File: config.mk
export PLATFORM = sky130hd
export DESIGN_NAME = usb_cmd_status_regs
export DESIGN_NICKNAME = d
export VERILOG_FILES = /design/src/common/usb_cmd_pkg.sv /design/src/design/usb_frame_edge.sv /design/src/design/usb_cmd_status_regs.sv
export SDC_FILE = /design/constraint.sdc
export NUM_CORES = 1
export LEC_CHECK = 0
export ABC_AREA = 1
export BUFFER_PORTS_ARGS = -buffer_cell sky130_fd_sc_hd__buf_4
export CORE_MARGIN = 10
export CORE_UTILIZATION = 45
export CTS_BUF_LIST = sky130_fd_sc_hd__clkbuf_4
export CTS_CLUSTER_DIAMETER = 50
export CTS_CLUSTER_SIZE = 8
export DETAILED_ROUTE_END_ITERATION = 12
export GPL_ROUTABILITY_DRIVEN = 0
export MAX_ROUTING_LAYER = met4
export PLACE_DENSITY = 0.8
export SETUP_SLACK_MARGIN = 0.1
export SLEW_MARGIN = 20
export SYNTH_ARGS = -nofsm -noshare
export SYNTH_HDL_FRONTEND = slang
export SYNTH_SLANG_ARGS = --single-unit
File: constraint.sdc
create_clock -name clk -period 2.05 [get_ports clk]
set_input_delay 0.1025 -clock clk [delete_from_list [all_inputs] [get_ports clk]]
set_output_delay 0.1025 -clock clk [all_outputs]
set_load 0.01 [all_outputs]
File: src/common/usb_cmd_pkg.sv
// shared constants for the host command and interrupt flag register bank
package usb_cmd_pkg;
    // register byte addresses
    localparam logic [31:0] cmd_status_addr = 32'hFFF05008;
    localparam logic [31:0] int_flags_addr = 32'hFFF0500C;
    localparam logic [31:0] int_mask_addr = 32'hFFF05040;
    // host_command_status fields
    localparam int soft_reset_bit = 0;
    localparam int control_list_bit = 1;
    localparam int bulk_list_bit = 2;
    localparam int owner_request_bit = 3;
    localparam int overrun_count_lsb = 16;
    // host_interrupt_flags fields
    localparam int overrun_flag_bit = 0;
    localparam int done_head_bit = 1;
    localparam int sof_bit = 2;
    localparam int resume_bit = 3;
    localparam int unrecoverable_bit = 4;
    localparam int frame_overflow_bit = 5;
    localparam int root_hub_bit = 6;
    localparam int owner_change_bit = 30;
    localparam logic [31:0] flag_valid_mask = 32'h4000006F;
    // reset values
    localparam logic [31:0] cmd_status_reset = 32'h00000000;
    localparam logic [31:0] int_flags_reset = 32'h00000000;
    localparam logic [31:0] int_mask_reset = 32'h00000000;
    // soft reset length in clock cycles
    localparam logic [3:0] soft_reset_cycles = 4'h8;
endpackage

File: src/design/usb_frame_edge.sv
// edge watcher on frame counter bit 15 and the root hub content
`timescale 1ns/100ps
`default_nettype none
module usb_frame_edge (
    input wire logic clk,
    input wire logic resetn,
    input wire logic frame_bit15,
    input wire logic [31:0] hub_status,
    output logic frame_toggle,
    output logic hub_changed
);
    logic last_bit15;
    logic [31:0] last_hub;
    logic next_last_bit15;
    logic [31:0] next_last_hub;

    // compare against previous sample; any difference is an event
    always_comb begin
        next_last_bit15 = frame_bit15;
        next_last_hub = hub_status;
        frame_toggle = frame_bit15 ^ last_bit15;
        hub_changed = (hub_status != last_hub);
    end

    // previous samples; reset values match a zeroed counter and hub
    always_ff @(posedge clk or negedge resetn) begin
        if (!resetn) begin
            last_bit15 <= 1'b0;
            last_hub <= 32'h00000000;
        end else begin
            last_bit15 <= next_last_bit15;
            last_hub <= next_last_hub;
        end
    end
endmodule
`default_nettype wire

File: src/design/usb_cmd_status_regs.sv
// host command status and interrupt flag registers behind an APB slave
//
// Functional notes
// RQ1: a 2-bit overrun counter steps on each new scheduling overrun flag set and wraps 11 to 00.
// RQ2: a set ownership change request sets the ownership change flag; software clears the request.
// RQ3: bulk list filled is set by software or hardware and cleared when bulk list head starts.
// RQ4: control list filled is set by software or hardware and cleared when control head starts.
// RQ5: writing one to the soft reset bit runs a reset which clears the bit when done.
// RQ6: only hardware sets event flags; software only clears them.
// RQ7: the root hub change flag sets whenever root hub or port status content changes. (the code watches their XOR, so equal changes to both in one cycle cancel)
// RQ8: the frame number overflow flag sets whenever frame counter bit 15 toggles.
// RQ9: the unrecoverable error flag always reads zero and ignores writes.
// RQ10: the resume detected flag sets on resume signalling from any downstream port.
// RQ11: the start of frame flag sets on each frame management start of frame event.
// RQ12: the done head written flag sets after the done queue head pointer is written back.
// RQ13: the scheduling overrun flag sets when the list processor reports an overrun.
// RQ14: software clears a flag by writing one; zero leaves it; reserved bits read zero.
// RQ15: both registers reset to zero; soft reset zeroes list filled bits and event flags.
//
// Added by the designer: the APB interface to the registers.
`timescale 1ns/100ps
`default_nettype none
module usb_cmd_status_regs (
    input wire logic clk,
    input wire logic resetn,
    input wire logic psel,
    input wire logic penable,
    input wire logic pwrite,
    input wire logic [31:0] paddr,
    input wire logic [31:0] pwdata,
    output logic [31:0] prdata,
    output logic pready,
    output logic pslverr,
    input wire logic bulk_head_start,
    input wire logic control_head_start,
    input wire logic bulk_list_set,
    input wire logic control_list_set,
    input wire logic overrun_event,
    input wire logic done_head_written,
    input wire logic sof_event,
    input wire logic resume_pin,
    input wire logic [15:0] frame_counter,
    input wire logic [31:0] root_hub_status_reg,
    input wire logic [31:0] root_hub_port_status_reg,
    output logic soft_reset_active,
    output logic bulk_list_filled,
    output logic control_list_filled,
    output logic ownership_change_request,
    output logic irq
);
    typedef enum logic [1:0] {bus_idle, bus_access, bus_done} bus_state_t;

    bus_state_t bus_state, next_bus_state;
    logic [31:0] next_prdata;
    logic next_pready, next_pslverr;

    logic next_bulk, next_control, next_owner, next_soft_active;
    logic [1:0] overrun_count, next_overrun_count;
    logic [3:0] reset_timer, next_reset_timer;
    logic [31:0] flags, next_flags, set_flags;
    logic [31:0] mask, next_mask;
    logic next_irq;

    logic resume_meta, resume_sync;
    logic frame_toggle, hub_changed, owner_prev, next_owner_prev;
    logic wr_access, rd_access, addr_hit, wr_cmd, wr_flags, wr_mask;

    // resume comes from a pin: two flops before any logic reads it
    always_ff @(posedge clk or negedge resetn) begin
        if (!resetn) begin
            resume_meta <= 1'b0;
            resume_sync <= 1'b0;
        end else begin
            resume_meta <= resume_pin;
            resume_sync <= resume_meta;
        end
    end

    // RQ7 RQ8 edge watchers
    usb_frame_edge u_edge (
        .clk(clk),
        .resetn(resetn),
        .frame_bit15(frame_counter[15]),
        .hub_status(root_hub_status_reg ^ root_hub_port_status_reg),
        .frame_toggle(frame_toggle),
        .hub_changed(hub_changed)
    );

    // decode of the access phase; a write takes effect when pready is seen
    always_comb begin
        addr_hit = (paddr == usb_cmd_pkg::cmd_status_addr) ||
                   (paddr == usb_cmd_pkg::int_flags_addr) ||
                   (paddr == usb_cmd_pkg::int_mask_addr);
        wr_access = psel && penable && pready && pwrite;
        rd_access = psel && penable && !pready && !pwrite;
        wr_cmd = wr_access && (paddr == usb_cmd_pkg::cmd_status_addr);
        wr_flags = wr_access && (paddr == usb_cmd_pkg::int_flags_addr);
        wr_mask = wr_access && (paddr == usb_cmd_pkg::int_mask_addr);
    end

    // apb answer: one wait state, pready a flop; unmapped address gives pslverr
    always_comb begin
        next_bus_state = bus_state;
        next_pready = 1'b0;
        next_pslverr = 1'b0;
        next_prdata = prdata;
        unique case (bus_state)
            bus_idle: begin
                if (psel && penable) begin
                    next_bus_state = bus_access;
                    next_pready = 1'b1;
                    next_pslverr = !addr_hit;
                    next_prdata = 32'h00000000;
                    if (rd_access && paddr == usb_cmd_pkg::cmd_status_addr) begin
                        next_prdata[usb_cmd_pkg::soft_reset_bit] = soft_reset_active;
                        next_prdata[usb_cmd_pkg::control_list_bit] = control_list_filled;
                        next_prdata[usb_cmd_pkg::bulk_list_bit] = bulk_list_filled;
                        next_prdata[usb_cmd_pkg::owner_request_bit] = ownership_change_request;
                        next_prdata[usb_cmd_pkg::overrun_count_lsb +: 2] = overrun_count;
                    end else if (rd_access && paddr == usb_cmd_pkg::int_flags_addr) begin
                        // RQ14 reserved bits read zero
                        next_prdata = flags & usb_cmd_pkg::flag_valid_mask;
                    end else if (rd_access && paddr == usb_cmd_pkg::int_mask_addr) begin
                        next_prdata = mask & usb_cmd_pkg::flag_valid_mask;
                    end
                end
            end
            bus_access: begin
                next_bus_state = bus_done;
            end
            bus_done: begin
                next_bus_state = bus_idle;
            end
        endcase
    end

    always_ff @(posedge clk or negedge resetn) begin
        if (!resetn) begin
            bus_state <= bus_idle;
            pready <= 1'b0;
            pslverr <= 1'b0;
            prdata <= 32'h00000000;
        end else begin
            bus_state <= next_bus_state;
            pready <= next_pready;
            pslverr <= next_pslverr;
            prdata <= next_prdata;
        end
    end

    // hardware event sources gathered onto flag positions
    always_comb begin
        set_flags = 32'h00000000;
        // RQ13 overrun flag set
        set_flags[usb_cmd_pkg::overrun_flag_bit] = overrun_event;
        // RQ12 done head set
        set_flags[usb_cmd_pkg::done_head_bit] = done_head_written;
        // RQ11 sof flag set
        set_flags[usb_cmd_pkg::sof_bit] = sof_event;
        // RQ10 resume flag set
        set_flags[usb_cmd_pkg::resume_bit] = resume_sync;
        // RQ8 frame overflow set
        set_flags[usb_cmd_pkg::frame_overflow_bit] = frame_toggle;
        // RQ7 root hub set
        set_flags[usb_cmd_pkg::root_hub_bit] = hub_changed;
        // RQ2 ownership flag on request rising
        set_flags[usb_cmd_pkg::owner_change_bit] = ownership_change_request && !owner_prev;
    end

    // command bits, flags, mask and soft reset sequencing
    always_comb begin
        next_bulk = bulk_list_filled;
        next_control = control_list_filled;
        next_owner = ownership_change_request;
        next_owner_prev = ownership_change_request;
        next_soft_active = soft_reset_active;
        next_reset_timer = reset_timer;
        next_overrun_count = overrun_count;
        next_flags = flags;
        next_mask = mask;
        // RQ14 write one to clear; RQ6 software never sets a flag
        if (wr_flags) begin
            next_flags = next_flags & ~pwdata;
        end
        // set wins over a clear in the same cycle
        next_flags = next_flags | set_flags;
        // RQ1 count each new overrun flag set, wrapping naturally
        if (set_flags[usb_cmd_pkg::overrun_flag_bit] && !flags[usb_cmd_pkg::overrun_flag_bit]) begin
            next_overrun_count = overrun_count + 2'b01;
        end
        if (wr_mask) begin
            next_mask = pwdata & usb_cmd_pkg::flag_valid_mask;
        end
        // RQ3 bulk filled: head start clears, set by either party wins
        if (bulk_head_start) begin
            next_bulk = 1'b0;
        end
        if (bulk_list_set || (wr_cmd && pwdata[usb_cmd_pkg::bulk_list_bit])) begin
            next_bulk = 1'b1;
        end
        // RQ4 control filled: same shape as bulk
        if (control_head_start) begin
            next_control = 1'b0;
        end
        if (control_list_set || (wr_cmd && pwdata[usb_cmd_pkg::control_list_bit])) begin
            next_control = 1'b1;
        end
        // RQ2 request held until software writes it clear
        if (wr_cmd) begin
            next_owner = pwdata[usb_cmd_pkg::owner_request_bit];
        end
        // RQ5 start the soft reset; the bit drops by itself when done
        if (wr_cmd && pwdata[usb_cmd_pkg::soft_reset_bit] && !soft_reset_active) begin
            next_soft_active = 1'b1;
            next_reset_timer = usb_cmd_pkg::soft_reset_cycles;
        end else if (soft_reset_active) begin
            // RQ15 soft reset zeroes list bits and flags while it runs
            next_bulk = 1'b0;
            next_control = 1'b0;
            next_flags = 32'h00000000;
            next_reset_timer = reset_timer - 4'h1;
            if (reset_timer == 4'h1) begin
                next_soft_active = 1'b0;
            end
        end
        // RQ9 unrecoverable error never set
        next_flags[usb_cmd_pkg::unrecoverable_bit] = 1'b0;
        next_irq = |(next_flags & next_mask);
    end

    // RQ15 all zero after system reset
    always_ff @(posedge clk or negedge resetn) begin
        if (!resetn) begin
            bulk_list_filled <= 1'b0;
            control_list_filled <= 1'b0;
            ownership_change_request <= 1'b0;
            owner_prev <= 1'b0;
            soft_reset_active <= 1'b0;
            reset_timer <= 4'h0;
            overrun_count <= 2'b00;
            flags <= usb_cmd_pkg::int_flags_reset;
            mask <= usb_cmd_pkg::int_mask_reset;
            irq <= 1'b0;
        end else begin
            bulk_list_filled <= next_bulk;
            control_list_filled <= next_control;
            ownership_change_request <= next_owner;
            owner_prev <= next_owner_prev;
            soft_reset_active <= next_soft_active;
            reset_timer <= next_reset_timer;
            overrun_count <= next_overrun_count;
            flags <= next_flags;
            mask <= next_mask;
            irq <= next_irq;
        end
    end
endmodule
`default_nettype wire

==> results.sh, run 1 <==
export IMPL_arrival_ps=2410
export IMPL_synth_seq_cells=122
export IMPL_clk_pin_slew_worst_paths_ps=120
export IMPL_synthTopCellsByCount="nand2_1 (291), inv_1 (185), dfrtp_1 (122), nor2_1 (99), nand3_1 (59)"
export IMPL_required_ps=2500
export IMPL_critPathMaxStageDelay_ps=560
export IMPL_power_frac_seq_pct=45.8
export IMPL_hp_class="input port to register"
export IMPL_synth_most_common_cell="nand2_1"
export IMPL_final_setup_tns_ps=0
export IMPL_cts_buffer_depth=2
export IMPL_rrSetupSlack_ps=250
export IMPL_p_leak_nw=5.403
export IMPL_synthesis_area_um2=6445
export IMPL_fp_dieH_um=139.7
export IMPL_dr_pass1_iters=5
export IMPL_nets=1353
export IMPL_swShare_pct=26.06
export IMPL_grt_pass1_vias=6606
export IMPL_cts_inserted_buffers=17
export IMPL_cts_sinks=122
export IMPL_synth_edff_count=0
export IMPL_timing_final_crit_share_pct=95.64
export IMPL_die_area_um2=19510
export IMPL_ant_nets=0
export IMPL_hpwlAfterDp_mm=12.38
export IMPL_h_tree_depth=4
export IMPL_finalHoldViolations=0
export IMPL_clock_skew_final_ps=21.27
export IMPL_grt_use_total_pct=19.08
export IMPL_grt_max_degree=38
export IMPL_r2r_end="irq"
export IMPL_drt_iter0_drc=325
export IMPL_vdd_drop_max_mv=0.5524
export IMPL_crit_start="root_hub_port_status_reg[16]"
export IMPL_maxCapViolations=0
export IMPL_cts_root_buf="clkbuf_4"
export IMPL_cp_common_cell="nand2_1"
export IMPL_rr_startpoint="pready"
export IMPL_cp_max_fo=2
export IMPL_path_class="input port to register"
export IMPL_fillCellCount=1107
export IMPL_post_route_min_period_ps=1961
export IMPL_portBuffers=156
export IMPL_powerDensity_nw_per_um2=589.5
export IMPL_start_util_pct=46.25
export IMPL_yosysTopAreaCell="dfrtp_1"
export IMPL_cts_tree="yes"
export IMPL_drc_errors=0
export IMPL_worstSetupStartpointType="input port"
export IMPL_vias=6377
export IMPL_yosys_area_top_type_share_pct=47.37
export IMPL_crit_chain="dlygate4sd3_1 > buf_4 > nand2_1 > dlygate4sd3_1 > nand2_1 > nand2_1 > nand2_1 > nand2_1 > nor2_1 > nand2_1 > nor2_2 > nand3_2 > nand3_2 > nand3_2 > nor2_1 > nand2_1"
export IMPL_timing_fmax_ghz=0.5100
export IMPL_netlist_instances=894
export IMPL_p_sw_mw=1.455
export IMPL_drv_slew=0
export IMPL_num_io_pins=196
export IMPL_synthFlopType="dfrtp_1"
export IMPL_clkPwrFrac_pct=36.7
export IMPL_row_count=43
export IMPL_reg2regPathDepth=13
export IMPL_wl_per_cell_um=13.29
export IMPL_core_area_um2=13930
export IMPL_slowest_stage="dlygate4sd3_1"
export IMPL_async_reset_ff_share_pct=100.0
export IMPL_critPathCapture="irq"
export IMPL_synth_seq_area_share_pct=47.37
export IMPL_synth_area_leaders="dfrtp_1 (47%), nand2_1 (17%), inv_1 (11%)"
export IMPL_setup_worst_path_end_class="register"
export IMPL_grt_pass1_wl_mm=30.09
export IMPL_syn_avg_cell_area_um2=7.209
export IMPL_rsz0062_at_grt="yes"
export IMPL_finalSetupViolCount=0
export IMPL_viasPerCell=4.594
export IMPL_ys_warn_count=0
export IMPL_die_w_um=139.7
export IMPL_routed_wl_mm=18.45
export IMPL_yosysUniqueCellTypes=33
export IMPL_area_growth_pct=46.98
export IMPL_p_int_mw=4.129
export IMPL_clock_latency_ps=540
export IMPL_antenna_found_initial=2
export IMPL_final_layout_size_suffix_gt1_share_pct=19.50
export IMPL_gr_total_overflow=0
export IMPL_combPwrFrac_pct=17.4
export IMPL_final_util_pct=67.98
export IMPL_outcome="complete, no violations"
## worst max-delay path, delay by kind of cell
family,cells,cell delay (ps)
buffers and inverters,3,1220
and+or+nand+nor,13,1090
## layout by cell type (no fill, tap or decap), types with 2 or more instances in the layout
| master | n |
|---|---|
| a21oi_1 | 11 |
| and2_1 | 2 |
| buf_12 | 3 |
| buf_4 | 173 |
| bufinv_16 | 5 |
| clkbuf_4 | 17 |
| clkinv_2 | 2 |
| clkinv_4 | 3 |
| clkinvlp_4 | 2 |
| conb_1 | 23 |
| dfrtp_1 | 122 |
| diode_2 | 3 |
| dlygate4sd3_1 | 116 |
| ha_1 | 4 |
| inv_1 | 184 |
| inv_2 | 2 |
| inv_6 | 2 |
| nand2_1 | 289 |
| nand2_2 | 2 |
| nand3_1 | 55 |
| nand3_2 | 3 |
| nand3b_1 | 7 |
| nand4_1 | 10 |
| nor2_1 | 97 |
| nor2_2 | 3 |
| nor3_1 | 3 |
| o211ai_1 | 3 |
| o21ai_0 | 13 |
| o21ai_1 | 4 |
| o21ai_2 | 2 |
| o31ai_1 | 4 |
| or2_2 | 10 |
| xnor2_1 | 8 |
| xor2_1 | 9 |
## worst min path at each step
stage               cells past startpoint    from  slack (ps)                to
floorplan                               0  resetn        -190  bulk_list_filled
global placement                        1  resetn          60      bus_state[1]
detailed placement                      1  resetn          60      bus_state[1]
CTS                                     5  pwrite          10        prdata[16]
global route                            5  pwrite          20        prdata[16]
finish                                  5  pwrite          50        prdata[16]
## routing by layer
| layer | vias to the layer above | global-route usage [%] | wire (µm) |
|---|---|---|---|
| met2 | 159 | 33.69 | 9825 |
| met3 | 42 | 4.423 | 746 |
| li1 | 3225 | - | - |
| met4 | 0 | 8.207 | 579 |
| met5 | - | - | 0 |
| met1 | 2951 | 19.98 | 7295 |
## kinds of logic (layout without fill, tap and decap cells)
group | count (synthesis) | after routing | share of synthesized area, %
simple gates | 486 | 486 | 31.12
compound gates | 41 | 41 | 3.592
flops | 122 | 122 | 47.37
buf+inv | 223 | 512 | 14.77
fa+ha+maj | 4 | 4 | 0.7766
xor+xnor | 17 | 17 | 2.310
other cells | 1 | 26 | 0.05819
## registers in the layout, indices dropped and copies added, names as in the netlist
register and cells:
bulk_list_filled 1, bus_state 2, control_list_filled 1, flags 31
irq 1, mask 31, overrun_count 2, owner_prev 1
ownership_change_request 1, prdata 9, pready 1, pslverr 1
reset_timer 4, resume_meta 1, resume_sync 1, soft_reset_active 1
u_edge.last_bit15 1, u_edge.last_hub 32
## metrics by stage
stage	cell area (µm²)	setup WS [ps]	instances	hold slack (ps)	power (mW)
after floorplan	6528	258.0	916	-193.1	2.986
after global placement	7800	68.49	1229	58.38	3.310
after detailed placement	7800	28.32	1229	62.11	3.337
after CTS	9498	128.6	1395	9.591	5.614
after global routing	9470	-1.133	1387	18.59	5.875
final	9473	89.36	1388	45.78	5.584
## power groups by stage
stage / registers (mW) / logic [mW] / clock network (mW)
3_3_place_gp: 2.60 / 0.709 / 0
6_report: 2.56 / 0.974 / 2.05
5_1_grt: 2.57 / 1.10 / 2.20
4_1_cts: 2.56 / 0.967 / 2.09
2_1_floorplan: 2.60 / 0.387 / 0
3_5_place_dp: 2.60 / 0.732 / 0
## final cells by class
class	count	area (µm²)	area share (%)
antenna	3	7.507	0.07925
clock buffer	17	127.6	1.347
clock inverter	15	222.7	2.351
inverter	186	698.2	7.370
multi-input combinational	571	2579	27.22
sequential	122	3053	32.23
tap	180	225.2	2.377
timing repair buffer	294	2560	27.02
## what timing repair did
action | in CTS | in global routing
hold buffers | 134 | 0
setup buffers | 0 | 7
gates resized for setup | 1 | 21
hold endpoints to repair | 204 | 0
setup endpoints to repair | 1 | 1
gates cloned | 0 | 1
pin swaps | 0 | 23
No activity file was read; power rests on OpenSTA's default activity.
==> run 2: changes to the inputs <==
- HOLD_SLACK_MARGIN: default -> 0.05
==> run 2 against run 1 <==
Die area did not move. Register-to-register slack got worse by 20 ps. Power hardly changed. Final cell count barely moved. First-iteration DRC count up 6.8%. Flip-flop and latch count did not move. Critical endpoint unchanged. Largest cell class unchanged.
==> results.sh, run 2 (synthesized netlist as in run 1, its figures left out) <==
export IMPL_gr_total_overflow=0
export IMPL_h_tree_depth=4
export IMPL_grt_pass1_vias=6614
export IMPL_cts_sinks=122
export IMPL_layout_common_cells="nand2_1 (289), inv_1 (184), buf_4 (173), dfrtp_1 (122), dlygate4sd3_1 (116)"
export IMPL_cp_max_fo=2
export IMPL_finalSetupViolCount=0
export IMPL_wl_met2_mm=9.883
export IMPL_drv_slew=0
export IMPL_p_leak_nw=5.409
export IMPL_power_mw=5.590
export IMPL_cts_root_buf="clkbuf_4"
export IMPL_rr_startpoint="pready"
export IMPL_fillCellCount=1107
export IMPL_path_class="input port to register"
export IMPL_cts_tree="yes"
export IMPL_placed_cell_area_um2=7800
export IMPL_cts_buffer_depth=2
export IMPL_reg2regPathDepth=7
export IMPL_post_route_min_period_ps=1953
export IMPL_portBuffers=156
export IMPL_area_growth_pct=47.29
export IMPL_drc_errors=0
export IMPL_powerDensity_nw_per_um2=588.8
export IMPL_grt_pass1_wl_mm=30.17
export IMPL_regMostFlops="u_edge.last_hub"
export IMPL_die_w_um=139.7
export IMPL_num_io_pins=196
export IMPL_r2r_end="flags[0]"
export IMPL_fp_dieH_um=139.7
export IMPL_rsz0062_at_grt="yes"
export IMPL_core_area_um2=13930
export IMPL_worstSetupStartpointType="input port"
export IMPL_crit_start="root_hub_port_status_reg[16]"
export IMPL_arrival_ps=2410
export IMPL_dr_pass1_iters=4
export IMPL_met1_length_mm=7.302
export IMPL_place_ws_ps=28.32
export IMPL_die_area_um2=19510
export IMPL_maxCapViolations=0
export IMPL_cp_common_cell="nand2_1"
export IMPL_crit_chain="dlygate4sd3_1 > buf_4 > nand2_1 > dlygate4sd3_1 > nand2_1 > nand2_1 > nand2_1 > nand2_1 > nor2_1 > nand2_1 > nor2_2 > nand3_2 > nand3_2 > nand3_2 > nor2_1 > nand2_1"
export IMPL_slowest_stage="dlygate4sd3_1"
export IMPL_row_count=43
export IMPL_wl_per_cell_um=13.38
export IMPL_finalHoldViolations=0
export IMPL_nets=1354
export IMPL_drt_iter0_drc=347
export IMPL_rrSetupSlack_ps=230
export IMPL_clock_skew_final_ps=21.69
export IMPL_start_util_pct=46.25
export IMPL_required_ps=2510
export IMPL_layoutNonFillerInstCount=1389
export IMPL_routed_wl_mm=18.59
export IMPL_critPathMaxStageDelay_ps=560
export IMPL_vdd_drop_max_mv=0.5520
export IMPL_regArea_um2=3053
export IMPL_routed_wl_met3_um=810
export IMPL_place_inst=1229
export IMPL_top_layer="met4"
export IMPL_cts_inserted_buffers=17
export IMPL_viasPerCell=4.595
export IMPL_clk_pin_slew_worst_paths_ps=120
export IMPL_hpwlAfterDp_mm=12.38
export IMPL_vias=6382
export IMPL_multi_input_area_um2=2579
export IMPL_outcome="complete, no violations"
export IMPL_final_area_um2=9493
export IMPL_timing_fmax_ghz=0.5121
export IMPL_setup_worst_path_end_class="register"
export IMPL_layout_commonest_cell="nand2_1"
export IMPL_reg_top3="u_edge.last_hub x32, flags x31, mask x31"
export IMPL_hp_class="input port to async pin"
export IMPL_antenna_found_initial=2
export IMPL_largest_reg_flops=32
export IMPL_setup_slack_ps=97.31
export IMPL_ant_nets=0
export IMPL_grt_max_degree=38
export IMPL_timing_final_crit_share_pct=95.25
export IMPL_final_layout_size_suffix_gt1_share_pct=19.57
export IMPL_clock_latency_ps=550
export IMPL_grt_use_total_pct=19.14
==> run 2: changes by cell type in the layout (fill, tap and decap cells not counted) <==
cell	change
buf_12	+1
==> run 2: report_power, final <==
group | total [mW] | internal (mW) | leakage [nW] | switching (mW)
sequential | 2.56 | 2.51 | 1.58 | 0.0533
clock | 2.05 | 1.09 | 0.180 | 0.957
combinational | 0.979 | 0.532 | 3.65 | 0.447
==> run 2: final cells by class <==
type                            count  area share [%]
Antenna cell                        3         0.07908
Clock buffer                       17           1.344
Clock inverter                     15           2.346
Inverter                          186           7.355
Multi-Input combinational cell    571           27.16
Sequential cell                   122           32.16
Tap cell                          180           2.372
Timing Repair Buffer              295           27.18
==> run 2: routing by layer <==
metal  vias to the layer above  GRT usage [%]
li1                       3227              -
met1                      2932          20.09
met2                       178          33.79
met3                        45          4.389
met4                         0          8.207
met5                         -              -
==> run 2: how the worst max path moves through the flow <==
stage          endpoint  cells past startpoint
2_1_floorplan       irq                     13
3_3_place_gp        irq                     15
3_5_place_dp        irq                     16
4_1_cts             irq                     12
5_1_grt             irq                     16
6_report            irq                     16
==> run 2: what timing repair did <==
item	CTS	global route
pin swaps	0	23
gates cloned	0	1
hold endpoints to repair	207	0
setup buffers	0	7
hold buffers	135	0
setup endpoints to repair	1	1
gates resized for setup	1	21
==> run 2: critical path, delay by kind of cell <==
kind	cells	cell delay, ps
buf+inv	3	1210
simple gates	13	1080
==> run 2: per-stage QoR <==
stage / setup TNS, ps / utilization, % / hold slack (ps)
global placement: 0 / 55.98 / 58.38
global route: -1.133 / 68.11 / 93.90
finish: 0 / 68.12 / 127.2
detailed placement: 0 / 55.98 / 62.11
CTS: 0 / 68.30 / 97.63
floorplan: 0 / - / -193.1
